`config.mk`:
```
export PLATFORM = sky130hd
export DESIGN_NAME = tmr_counters
export DESIGN_NICKNAME = d
export VERILOG_FILES = /design/src/tmr_pkg.sv /design/src/tmr_base.sv /design/src/tmr_counters.sv
export SDC_FILE = /design/constraint.sdc
export NUM_CORES = 1
export LEC_CHECK = 0
export ABC_AREA = 1
export BUFFER_PORTS_ARGS = -buffer_cell sky130_fd_sc_hd__buf_2
export CAP_MARGIN = 20
export CORE_MARGIN = 2
export CORE_UTILIZATION = 52
export CTS_CLUSTER_DIAMETER = 30
export DETAILED_ROUTE_END_ITERATION = 12
export GPL_TIMING_DRIVEN = 0
export PLACE_DENSITY = 0.76
export SLEW_MARGIN = 20
export SYNTH_ARGS = -nofsm -noshare
export SYNTH_HDL_FRONTEND = slang
export SYNTH_SLANG_ARGS = --single-unit
```
`constraint.sdc`:
```
create_clock -name clk_i -period 2.25 [get_ports clk_i]
set_input_delay 0.675 -clock clk_i [delete_from_list [all_inputs] [get_ports clk_i]]
set_output_delay 0.675 -clock clk_i [all_outputs]
set_load 0.01 [all_outputs]
```
`src/tmr_pkg.sv`:
```
package tmr_pkg;
   // time-base dividers, in system clocks
   localparam int SLOW_DIV = 12;
   localparam int FAST_DIV = 4;
   // clock-out mode counts every second clock, giving osc/(4*span)
   localparam int CLKOUT_DIV = 2;
   // timer mode register fields
   localparam int MODE0_LSB = 0;
   localparam int CT0_BIT = 2;
   localparam int GATE0_BIT = 3;
   localparam int MODE1_LSB = 4;
   localparam int CT1_BIT = 6;
   localparam int GATE1_BIT = 7;
   // clock control register fields
   localparam int T0_FAST_BIT = 3;
   localparam int T1_FAST_BIT = 4;
   localparam logic [7:0] CLK_CTL_RST = 8'h00;
   // timer 0/1 modes
   localparam logic [1:0] MODE_13BIT = 2'h0;
   localparam logic [1:0] MODE_16BIT = 2'h1;
   localparam logic [1:0] MODE_RELOAD8 = 2'h2;
   localparam logic [1:0] MODE_SPLIT = 2'h3;
   // count limits
   localparam logic [4:0] LOW5_MAX = 5'h1F;
   localparam logic [7:0] BYTE_MAX = 8'hFF;
   localparam logic [15:0] WORD_MAX = 16'hFFFF;
   localparam logic [15:0] WORD_ZERO = 16'h0000;
   // sampled pin indices
   localparam int PIN_T0 = 0;
   localparam int PIN_T1 = 1;
   localparam int PIN_T2 = 2;
   localparam int PIN_TRIG = 3;
   localparam int N_PINS = 4;
endpackage : tmr_pkg

```
`src/tmr_base.sv`:
```
`timescale 1ns/10ps
module tmr_base
   import tmr_pkg::*;
#(
   parameter int NPIN = N_PINS,
   parameter int SDIV = SLOW_DIV,
   parameter int FDIV = FAST_DIV
) (
   // clock and reset
   input wire logic clk_i,
   input wire logic rstn_i,
   // pins
   input wire logic [NPIN-1:0] pins_i,
   // ticks and edges
   output logic tick_slow_o,
   output logic tick_fast_o,
   output logic tick_half_o,
   output logic [NPIN-1:0] pin_fall_o
);
   if (SDIV < 2 || SDIV > 255 || FDIV < 2 || FDIV > 255) begin : g_chk
      $error("tmr_base: divider out of range");
   end

   logic [7:0] slow_reg;
   logic [7:0] fast_reg;
   logic half_reg;
   logic [NPIN-1:0] samp_reg;
   logic [NPIN-1:0] prev_reg;

   assign tick_slow_o = (slow_reg == 8'(SDIV - 1));
   assign tick_fast_o = (fast_reg == 8'(FDIV - 1));
   assign tick_half_o = half_reg;

   always_ff @(posedge clk_i or negedge rstn_i) begin
      if (!rstn_i) begin
         slow_reg <= 8'h00;
         fast_reg <= 8'h00;
         half_reg <= 1'b0;
      end else begin
         slow_reg <= tick_slow_o ? 8'h00 : slow_reg + 8'h01;
         fast_reg <= tick_fast_o ? 8'h00 : fast_reg + 8'h01;
         half_reg <= ~half_reg;
      end
   end

   // one sample per machine cycle; a pulse narrower than that may be missed
   for (genvar i = 0; i < NPIN; i++) begin : g_pin
      always_ff @(posedge clk_i or negedge rstn_i) begin
         if (!rstn_i) begin
            samp_reg[i] <= 1'b0;
            prev_reg[i] <= 1'b0;
         end else if (tick_fast_o) begin
            samp_reg[i] <= pins_i[i];
            prev_reg[i] <= samp_reg[i];
         end
      end
      assign pin_fall_o[i] = tick_fast_o & prev_reg[i] & ~samp_reg[i];
   end
endmodule : tmr_base

```
`src/tmr_counters.sv`:
```
// Function
// - timers 0/1 count at clock/12 when fast-base bit clear, clock/4 when set.
// - reset clears both fast-base bits, giving the clock/12 rate.
// - mode 0 counter is high byte plus low five bits of low byte.
// - mode 0 low-bit-4 fall bumps high byte; 1FFFh wraps to 0, sets flag.
// - timers 0/1 advance only when running (timer 1 needs no run bit in timer 0 mode 3) and gate off or gate pin high.
// - select clear counts time-base; select set counts count-pin falling edges.
// - mode 1 is a full 16-bit counter; FFFFh wrap sets overflow flag.
// - mode 2 low byte overflow sets flag, reloads from unchanged high byte.
// - timer 1 in mode 3 holds its count.
// - timer 0 mode 3: low byte is 8-bit counter with timer 0 controls.
// - timer 0 mode 3: high byte counts time-base, timer 1 run, timer 1 flag.
// - then timer 1 runs without run bit or flag, stopped by its mode 3.
// - timer 2 counts its pin or clock/12 or /4 (clock/2 in clock-out mode), only while running.
// - capture mode counts up 16 bits; wrap sets flag, requests interrupt.
// - enabled trigger fall captures count, sets external flag and interrupt.
// - capture-clear bit zeroes timer 2 right after each capture.
// - up auto-reload reloads from capture bytes on wrap or enabled trigger.
// - up/down: trigger pin sets direction; reloads from capture or FFFFh.
// - up/down mode reload toggles external flag, which raises no interrupt.
// - baud modes auto-reload without overflow flag; trigger sets external flag.
// - clock-out mode drives a 50% clock while running, no overflow interrupt.
// - clock-out frequency is oscillator over four times the reload span.
// - count pins sampled once per machine cycle; high then low is an edge.
// - mode register bit 2 selects timer 0 source, bit 6 timer 1.
`timescale 1ns/10ps
module tmr_counters
   import tmr_pkg::*;
(
   // clock and reset
   input wire logic clk_i,
   input wire logic rstn_i,
   // processor byte writes
   input wire logic [7:0] wdata_i,
   input wire logic wr_clock_control_i,
   input wire logic wr_timer0_low_i,
   input wire logic wr_timer0_high_i,
   input wire logic wr_timer1_low_i,
   input wire logic wr_timer1_high_i,
   input wire logic wr_timer2_low_i,
   input wire logic wr_timer2_high_i,
   input wire logic wr_capture_low_i,
   input wire logic wr_capture_high_i,
   // timer 0/1 control
   input wire logic [7:0] timer_mode_reg_i,
   input wire logic timer0_run_bit_i,
   input wire logic timer1_run_bit_i,
   input wire logic timer0_overflow_clr_i,
   input wire logic timer1_overflow_clr_i,
   // timer 2 control
   input wire logic timer2_run_bit_i,
   input wire logic timer2_source_sel_i,
   input wire logic timer2_fast_base_sel_i,
   input wire logic capture_reload_sel_i,
   input wire logic trigger_enable_bit_i,
   input wire logic rx_baud_clock_sel_i,
   input wire logic tx_baud_clock_sel_i,
   input wire logic down_count_enable_i,
   input wire logic capture_clear_bit_i,
   input wire logic clock_out_enable_i,
   input wire logic timer2_overflow_clr_i,
   input wire logic external_event_clr_i,
   // pins
   input wire logic timer0_gate_pin_i,
   input wire logic timer1_gate_pin_i,
   input wire logic timer0_count_pin_i,
   input wire logic timer1_count_pin_i,
   input wire logic timer2_clock_pin_i,
   input wire logic timer2_trigger_pin_i,
   // state readback
   output logic [7:0] clock_control_reg_o,
   output logic [7:0] timer0_low_byte_o,
   output logic [7:0] timer0_high_byte_o,
   output logic [7:0] timer1_low_byte_o,
   output logic [7:0] timer1_high_byte_o,
   output logic [7:0] timer2_low_byte_o,
   output logic [7:0] timer2_high_byte_o,
   output logic [7:0] capture_low_byte_o,
   output logic [7:0] capture_high_byte_o,
   // flags and requests
   output logic timer0_overflow_flag_o,
   output logic timer1_overflow_flag_o,
   output logic timer2_overflow_flag_o,
   output logic external_event_flag_o,
   output logic timer2_irq_o,
   output logic timer2_reload_o,
   // clock-out pin
   output logic clock_out_o,
   output logic clock_out_oe_o
);
   logic tick_slow;
   logic tick_fast;
   logic tick_half;
   logic [N_PINS-1:0] fall;
   logic [7:0] clk_ctl_reg;
   logic [7:0] tl0_reg, th0_reg, tl1_reg, th1_reg;
   logic [15:0] t2_reg, cap_reg;
   logic tf0_reg, tf1_reg, tf2_reg, external_event_flag_reg, clkout_reg;

   tmr_base #(.NPIN(N_PINS), .SDIV(SLOW_DIV), .FDIV(FAST_DIV)) u_base (
      .clk_i(clk_i),
      .rstn_i(rstn_i),
      .pins_i({timer2_trigger_pin_i, timer2_clock_pin_i, timer1_count_pin_i, timer0_count_pin_i}),
      .tick_slow_o(tick_slow),
      .tick_fast_o(tick_fast),
      .tick_half_o(tick_half),
      .pin_fall_o(fall)
   );

   // step of a timer 0/1 pair in modes 0..2; bit 16 is the overflow
   function automatic logic [16:0] step01(input logic [1:0] m, input logic [7:0] hi,
                                          input logic [7:0] lo);
      logic [16:0] r;
      r = {1'b0, hi, lo};
      case (m)
         MODE_13BIT: begin
            r[4:0] = lo[4:0] + 5'h01;
            if (lo[4:0] == LOW5_MAX) begin
               r[15:8] = hi + 8'h01;
               r[16] = (hi == BYTE_MAX);
            end
         end
         MODE_16BIT: r = {1'b0, hi, lo} + 17'h00001;
         MODE_RELOAD8: begin
            if (lo == BYTE_MAX) begin
               r[7:0] = hi;
               r[16] = 1'b1;
            end else begin
               r[7:0] = lo + 8'h01;
            end
         end
         default: r = {1'b0, hi, lo};
      endcase
      return r;
   endfunction : step01

   // clock control: only the fast-base bits steer the timers here
   always_ff @(posedge clk_i or negedge rstn_i) begin
      if (!rstn_i) begin
         clk_ctl_reg <= CLK_CTL_RST;
      end else if (wr_clock_control_i) begin
         clk_ctl_reg <= wdata_i;
      end
   end

   logic [1:0] mode0, mode1;
   logic split, base0, base1, ok0, ok1, inc0, inc1, th0_inc;
   logic [16:0] nx0, nx1;
   assign mode0 = timer_mode_reg_i[MODE0_LSB +: 2];
   assign mode1 = timer_mode_reg_i[MODE1_LSB +: 2];
   assign split = (mode0 == MODE_SPLIT);
   assign base0 = clk_ctl_reg[T0_FAST_BIT] ? tick_fast : tick_slow;
   assign base1 = clk_ctl_reg[T1_FAST_BIT] ? tick_fast : tick_slow;
   assign ok0 = timer0_run_bit_i & (~timer_mode_reg_i[GATE0_BIT] | timer0_gate_pin_i);
   // in split mode timer 1 loses its run bit; only its own mode 3 or its gate stops it
   assign ok1 = (split | timer1_run_bit_i) &
                (~timer_mode_reg_i[GATE1_BIT] | timer1_gate_pin_i);
   assign inc0 = ok0 & (timer_mode_reg_i[CT0_BIT] ? fall[PIN_T0] : base0);
   assign inc1 = ok1 & (mode1 != MODE_SPLIT) &
                 (timer_mode_reg_i[CT1_BIT] ? fall[PIN_T1] : base1);
   assign th0_inc = split & timer1_run_bit_i & base0;
   assign nx0 = step01(mode0, th0_reg, tl0_reg);
   assign nx1 = step01(mode1, th1_reg, tl1_reg);

   always_ff @(posedge clk_i or negedge rstn_i) begin
      if (!rstn_i) begin
         tl0_reg <= 8'h00;
         th0_reg <= 8'h00;
      end else begin
         if (wr_timer0_low_i) begin
            tl0_reg <= wdata_i;
         end else if (inc0) begin
            tl0_reg <= split ? tl0_reg + 8'h01 : nx0[7:0];
         end
         if (wr_timer0_high_i) begin
            th0_reg <= wdata_i;
         end else if (split) begin
            if (th0_inc) begin
               th0_reg <= th0_reg + 8'h01;
            end
         end else if (inc0) begin
            th0_reg <= nx0[15:8];
         end
      end
   end

   always_ff @(posedge clk_i or negedge rstn_i) begin
      if (!rstn_i) begin
         tl1_reg <= 8'h00;
         th1_reg <= 8'h00;
      end else begin
         if (wr_timer1_low_i) begin
            tl1_reg <= wdata_i;
         end else if (inc1) begin
            tl1_reg <= nx1[7:0];
         end
         if (wr_timer1_high_i) begin
            th1_reg <= wdata_i;
         end else if (inc1) begin
            th1_reg <= nx1[15:8];
         end
      end
   end

   logic set_tf0, set_tf1;
   assign set_tf0 = inc0 & (split ? (tl0_reg == BYTE_MAX) : nx0[16]);
   assign set_tf1 = split ? (th0_inc & (th0_reg == BYTE_MAX)) : (inc1 & nx1[16]);

   // a set in the cycle of a clear wins
   always_ff @(posedge clk_i or negedge rstn_i) begin
      if (!rstn_i) begin
         tf0_reg <= 1'b0;
         tf1_reg <= 1'b0;
      end else begin
         tf0_reg <= set_tf0 | (tf0_reg & ~timer0_overflow_clr_i);
         tf1_reg <= set_tf1 | (tf1_reg & ~timer1_overflow_clr_i);
      end
   end

   // timer 2
   logic baud, capm, updn, clkm, t2_tick, trig, t2_wrap, t2_dn_hit, go_down;
   assign baud = rx_baud_clock_sel_i | tx_baud_clock_sel_i;
   assign capm = capture_reload_sel_i & ~baud;
   assign updn = ~capture_reload_sel_i & ~baud & down_count_enable_i;
   assign clkm = clock_out_enable_i & ~timer2_source_sel_i & ~capture_reload_sel_i;
   assign t2_tick = timer2_run_bit_i & (timer2_source_sel_i ? fall[PIN_T2] :
                    clkm ? tick_half :
                    timer2_fast_base_sel_i ? tick_fast : tick_slow);
   assign trig = trigger_enable_bit_i & fall[PIN_TRIG] & ~updn;
   assign go_down = updn & ~timer2_trigger_pin_i;
   assign t2_wrap = t2_tick & ~go_down & (t2_reg == WORD_MAX);
   assign t2_dn_hit = t2_tick & go_down & (t2_reg == cap_reg);
   assign timer2_reload_o = (t2_wrap & ~capm) | t2_dn_hit;

   always_ff @(posedge clk_i or negedge rstn_i) begin
      if (!rstn_i) begin
         t2_reg <= WORD_ZERO;
      end else if (wr_timer2_low_i) begin
         t2_reg[7:0] <= wdata_i;
      end else if (wr_timer2_high_i) begin
         t2_reg[15:8] <= wdata_i;
      end else if (trig & capm) begin
         if (capture_clear_bit_i) begin
            t2_reg <= WORD_ZERO;
         end else if (t2_tick) begin
            t2_reg <= t2_reg + 16'h0001;
         end
      end else if (trig & ~baud) begin
         t2_reg <= cap_reg;
      end else if (t2_dn_hit) begin
         t2_reg <= WORD_MAX;
      end else if (t2_wrap & ~capm) begin
         t2_reg <= cap_reg;
      end else if (t2_tick) begin
         t2_reg <= go_down ? t2_reg - 16'h0001 : t2_reg + 16'h0001;
      end
   end

   always_ff @(posedge clk_i or negedge rstn_i) begin
      if (!rstn_i) begin
         cap_reg <= WORD_ZERO;
      end else if (wr_capture_low_i) begin
         cap_reg[7:0] <= wdata_i;
      end else if (wr_capture_high_i) begin
         cap_reg[15:8] <= wdata_i;
      end else if (trig & capm) begin
         cap_reg <= t2_reg;
      end
   end

   logic set_tf2, set_external_event_flag, tgl_external_event_flag;
   assign set_tf2 = (t2_wrap & ~baud & ~clkm) | t2_dn_hit;
   assign set_external_event_flag = trig;
   assign tgl_external_event_flag = updn & timer2_reload_o;

   always_ff @(posedge clk_i or negedge rstn_i) begin
      if (!rstn_i) begin
         tf2_reg <= 1'b0;
         external_event_flag_reg <= 1'b0;
      end else begin
         tf2_reg <= set_tf2 | (tf2_reg & ~timer2_overflow_clr_i);
         if (tgl_external_event_flag) begin
            external_event_flag_reg <= ~external_event_flag_reg;
         end else begin
            external_event_flag_reg <= set_external_event_flag | (external_event_flag_reg & ~external_event_clr_i);
         end
      end
   end

   // toggling on each reload gives a 50% clock of osc/(4*(10000h-reload))
   always_ff @(posedge clk_i or negedge rstn_i) begin
      if (!rstn_i) begin
         clkout_reg <= 1'b0;
      end else if (clkm & t2_wrap) begin
         clkout_reg <= ~clkout_reg;
      end
   end

   assign clock_control_reg_o = clk_ctl_reg;
   assign timer0_low_byte_o = tl0_reg;
   assign timer0_high_byte_o = th0_reg;
   assign timer1_low_byte_o = tl1_reg;
   assign timer1_high_byte_o = th1_reg;
   assign timer2_low_byte_o = t2_reg[7:0];
   assign timer2_high_byte_o = t2_reg[15:8];
   assign capture_low_byte_o = cap_reg[7:0];
   assign capture_high_byte_o = cap_reg[15:8];
   assign timer0_overflow_flag_o = tf0_reg;
   assign timer1_overflow_flag_o = tf1_reg;
   assign timer2_overflow_flag_o = tf2_reg;
   assign external_event_flag_o = external_event_flag_reg;
   assign timer2_irq_o = tf2_reg | (external_event_flag_reg & ~updn);
   assign clock_out_o = clkout_reg;
   assign clock_out_oe_o = clkm;
endmodule : tmr_counters

```
==> key figures <==
STA
  • Count of final setup violators: 11
  • Tmin final: 2.63 ns
  • Fin Clk Skew: 0.00659 ns
  • Final Hold Viols: 0
  • Slew HR: 56.0%
  • Crit share post-route: 117%
  • Final worst slack: -0.375 ns
  • Worst-Margin Slew: 0.660 ns
  • RSZ-0062 raised after global routing: yes
  • Max-slew violations: 0
  • Max Freq: 0.381 GHz

Critical path
  • Critical path's largest stage delay: 0.17 ns
  • Reg2reg path depth: 16
  • CP Cell Sequence: buf_2 > inv_1 > nand2_1 > nor2_4 > nand2_2 > buf_8 > nor2_2 > nand3_2 > o21ai_2 > buf_2
  • Setup CP Type: primary input to primary output
  • R2r startpoint: u_base.fast_reg[1]$_DFF_PN0_
  • Crit end category: primary output
  • Crit Path Max Fanout: 10
  • Worst Setup Start Kind: primary input
  • Reg2reg setup slack: -0.04 ns
  • Req. time, crit path: 1.57 ns
  • Critical path's slowest cell: o21ai_2
  • Arrival @ worst endpoint: 1.95 ns
  • FF-to-FF End: t2_reg[11]$_DFFE_PN0P_
  • Most common cell on crit path: buf_2

Clock network
  • CTS tree: done
  • Total CTS buffers: 9
  • Clock Path Buffers: 2
  • CTS Sinks: 102
  • Worst-path clk slew: 0.07 ns
  • Clock Latency Late Sink: 0.36 ns
  • CTS root buf: clkbuf_16
  • Cts hold-fix bufs: 0
  • H-tree Lvls: 3

Synth
  • Syn nets: 1237
  • Main combinational cell family by area after synthesis: simple AND/OR/NAND/NOR gates
  • Library cells used by synthesis: 54
  • Simple-gate share of the synthesized area: 31.8%
  • Adder-cell share of the synthesized area: 2.87%
  • Sequential-to-total area share from yosys stat: 32.5%
  • Cell area after synthesis: 7860 um^2
  • Xor/xnor share of the synthesized area: 5.02%
  • Seq cells post-synth: 102
  • Mean Syn Cell Area: 6.71 um^2
  • Synth warn: 0
  • Synth Area in Compound Gates: 18.3%
  • Cells after synthesis: 1170
  • Post-synthesis mux area share: 0%

Pwr
  • Leakage: 4.99 nW
  • Worst vdd ir: 0.485 mV
  • Pwr per Cell Area: 613 nW/um^2

Drt
  • Routed via count: 8788
  • DR WL/cell: 17.4 um
  • Metal3 WL: 2300 um
  • Wirelength, routed: 27000 um
  • Initial DRT Pass Iterations: 6
  • Vias/cell: 5.65
  • Max layer used: met4
  • Drt drc: 0
  • Metal-1 WL: 11200 um
  • Final ANT Viol Nets: 0
  • DR WL met2: 12500 um
  • DRT iter0 DRCs: 812

Finish
  • FF+latch area: 2560 um^2
  • Syn-to-layout area delta: 27.6%
  • Final #Nets: 1433
  • Commonest cells after routing, fill and taps aside: nand2_1, inv_1, buf_2
  • N_diodes: 0
  • Fillers: 1300
  • Multi-input logic area: 4910 um^2
  • Non-Filler Instances: 1555
  • Commonest non-fill, non-tap cell in the layout: nand2_1
  • Share of layout cells above drive strength 1: 25.5%

Floorplanning
  • Initial cell density of the core: 53.6%
  • Die width: 127 um
  • Die area: 16100 um^2
  • Rows: 44
  • Core ar.: 14600 um^2
  • IO Pins: 129
  • Die H: 127 um

Placed design
  • Final Wtd Congestion: 0.999
  • Post-DP HPWL: 18800 um
  • Post-place setup slack: -0.570 ns
  • PortBufs: 124
  • Placed insts: 1479

Run status
  • Failing checks: negative setup slack
  • Status: complete, but fails checks

Hold path
  • Hold crit path type: primary input to async pin

GRT
  • Grt ovf: 0
  • Number of global-route vias before repair: 7856
  • Initial antenna violation count: 0
  • Total GRT Usage: 32.3%
  • Largest net degree at the start of global routing: 55
  • First-pass GRT wire length: 40800 um

Flow run
  • Max_cap viols: 0
## cells in the mapped netlist, drive strengths merged
master,number,area (um^2)
nand2,304,1190
inv,146,548
nor2,143,601
o21ai,117,616
dfrtp,102,2550
a21oi,79,410
nand3,79,405
xor2,38,333
buf,23,138
nor3,22,115
ha,18,225
clkbuf,17,63.8
nand4,12,105
o22ai,9,56.3
a31oi,7,43.8
o221ai,7,61.3
xnor2,7,61.3
o211ai,5,37.5
a22oi,4,30.0
or2,4,25.0
nand3b,3,22.5
nor3b,3,22.5
o31ai,3,36.3
a21boi,2,26.3
a32oi,2,17.5
and3,2,12.5
o2111ai,2,17.5
o21bai,2,18.8
o311ai,2,17.5
a221oi,1,8.76
a311oi,1,8.76
nor4,1,6.26
o21a,1,7.51
o221a,1,11.3
o41ai,1,8.76
## stage by stage
step | hold slack (ns) | util, % | setup TNS (ns) | power, mW | cell area [um^2]
floorplan | 0.379 | - | 0 | 3.45 | 7880
global placement | 0.409 | 59.6 | -85.76 | 4.09 | 8730
detailed placement | 0.414 | 59.9 | -15.76 | 4.11 | 8770
CTS | 0.262 | 64.7 | -0.328 | 6.02 | 9470
global route | 0.284 | 68.5 | -4.89 | 6.48 | 10000
finish | 0.256 | 68.5 | -0.618 | 6.14 | 10000
## power by group
group / switching (mW) / internal, mW / total (mW)
combinational: 1.27 / 0.803 / 2.08
clock: 0.768 / 0.983 / 1.75
sequential: 0.286 / 2.03 / 2.32
## critical path, delay by kind of cell
kind | cells | cell delay [ns]
buffers and inverters | 4 | 0.54
AOI/OAI and AO/OA | 1 | 0.17
and+or+nand+nor | 5 | 0.57
## worst max-delay path by stage
stage	start	end	slack (ns)	cells after the start
after floorplan	tx_baud_clock_sel_i	timer2_reload_o	0.007	8
after global placement	rstn_i	t2_reg[1]$_DFFE_PN0P_	-0.89	1
after detailed placement	tx_baud_clock_sel_i	timer2_reload_o	-0.57	10
after CTS	t2_reg[0]$_DFFE_PN0P_	timer2_reload_o	-0.33	9
after global routing	u_base.fast_reg[1]$_DFF_PN0_	timer2_reload_o	-0.44	11
final	capture_reload_sel_i	timer2_reload_o	-0.38	10
## layer usage
metal  track usage [%]  vias up
li1                  -     4217
met1              43.4     4060
met2              51.7      424
met3              6.07       87
met4              12.8        0
met5                 0        -
## repair_timing
| item | 4_1_cts | 5_1_grt |
|---|---|---|
| buffers inserted | 30 | 28 |
| pin swaps | 23 | 51 |
| gates resized for setup | 49 | 99 |
| endpoints found under the setup margin | 38 | 53 |
| gates cloned | 0 | 5 |
## cells by family (layout without fill, tap and decap cells)
family,count (synthesis),count (layout)
DFF,102,102
AOI/OAI and AO/OA,246,246
xor gates and xnor gates,45,45
adders and majority gates,18,18
and+or+nand+nor,573,575
buffers and inverters,186,385
## final cells by class
class | instances | area share [%]
multi-input combinational | 884 | 48.9
sequential | 102 | 25.5
timing repair buffer | 185 | 11.7
inverter | 146 | 5.79
buffer | 38 | 2.57
tap | 184 | 2.30
clock buffer | 9 | 2.25
clock inverter | 7 | 0.961
Power figures use the tool's default switching activity.
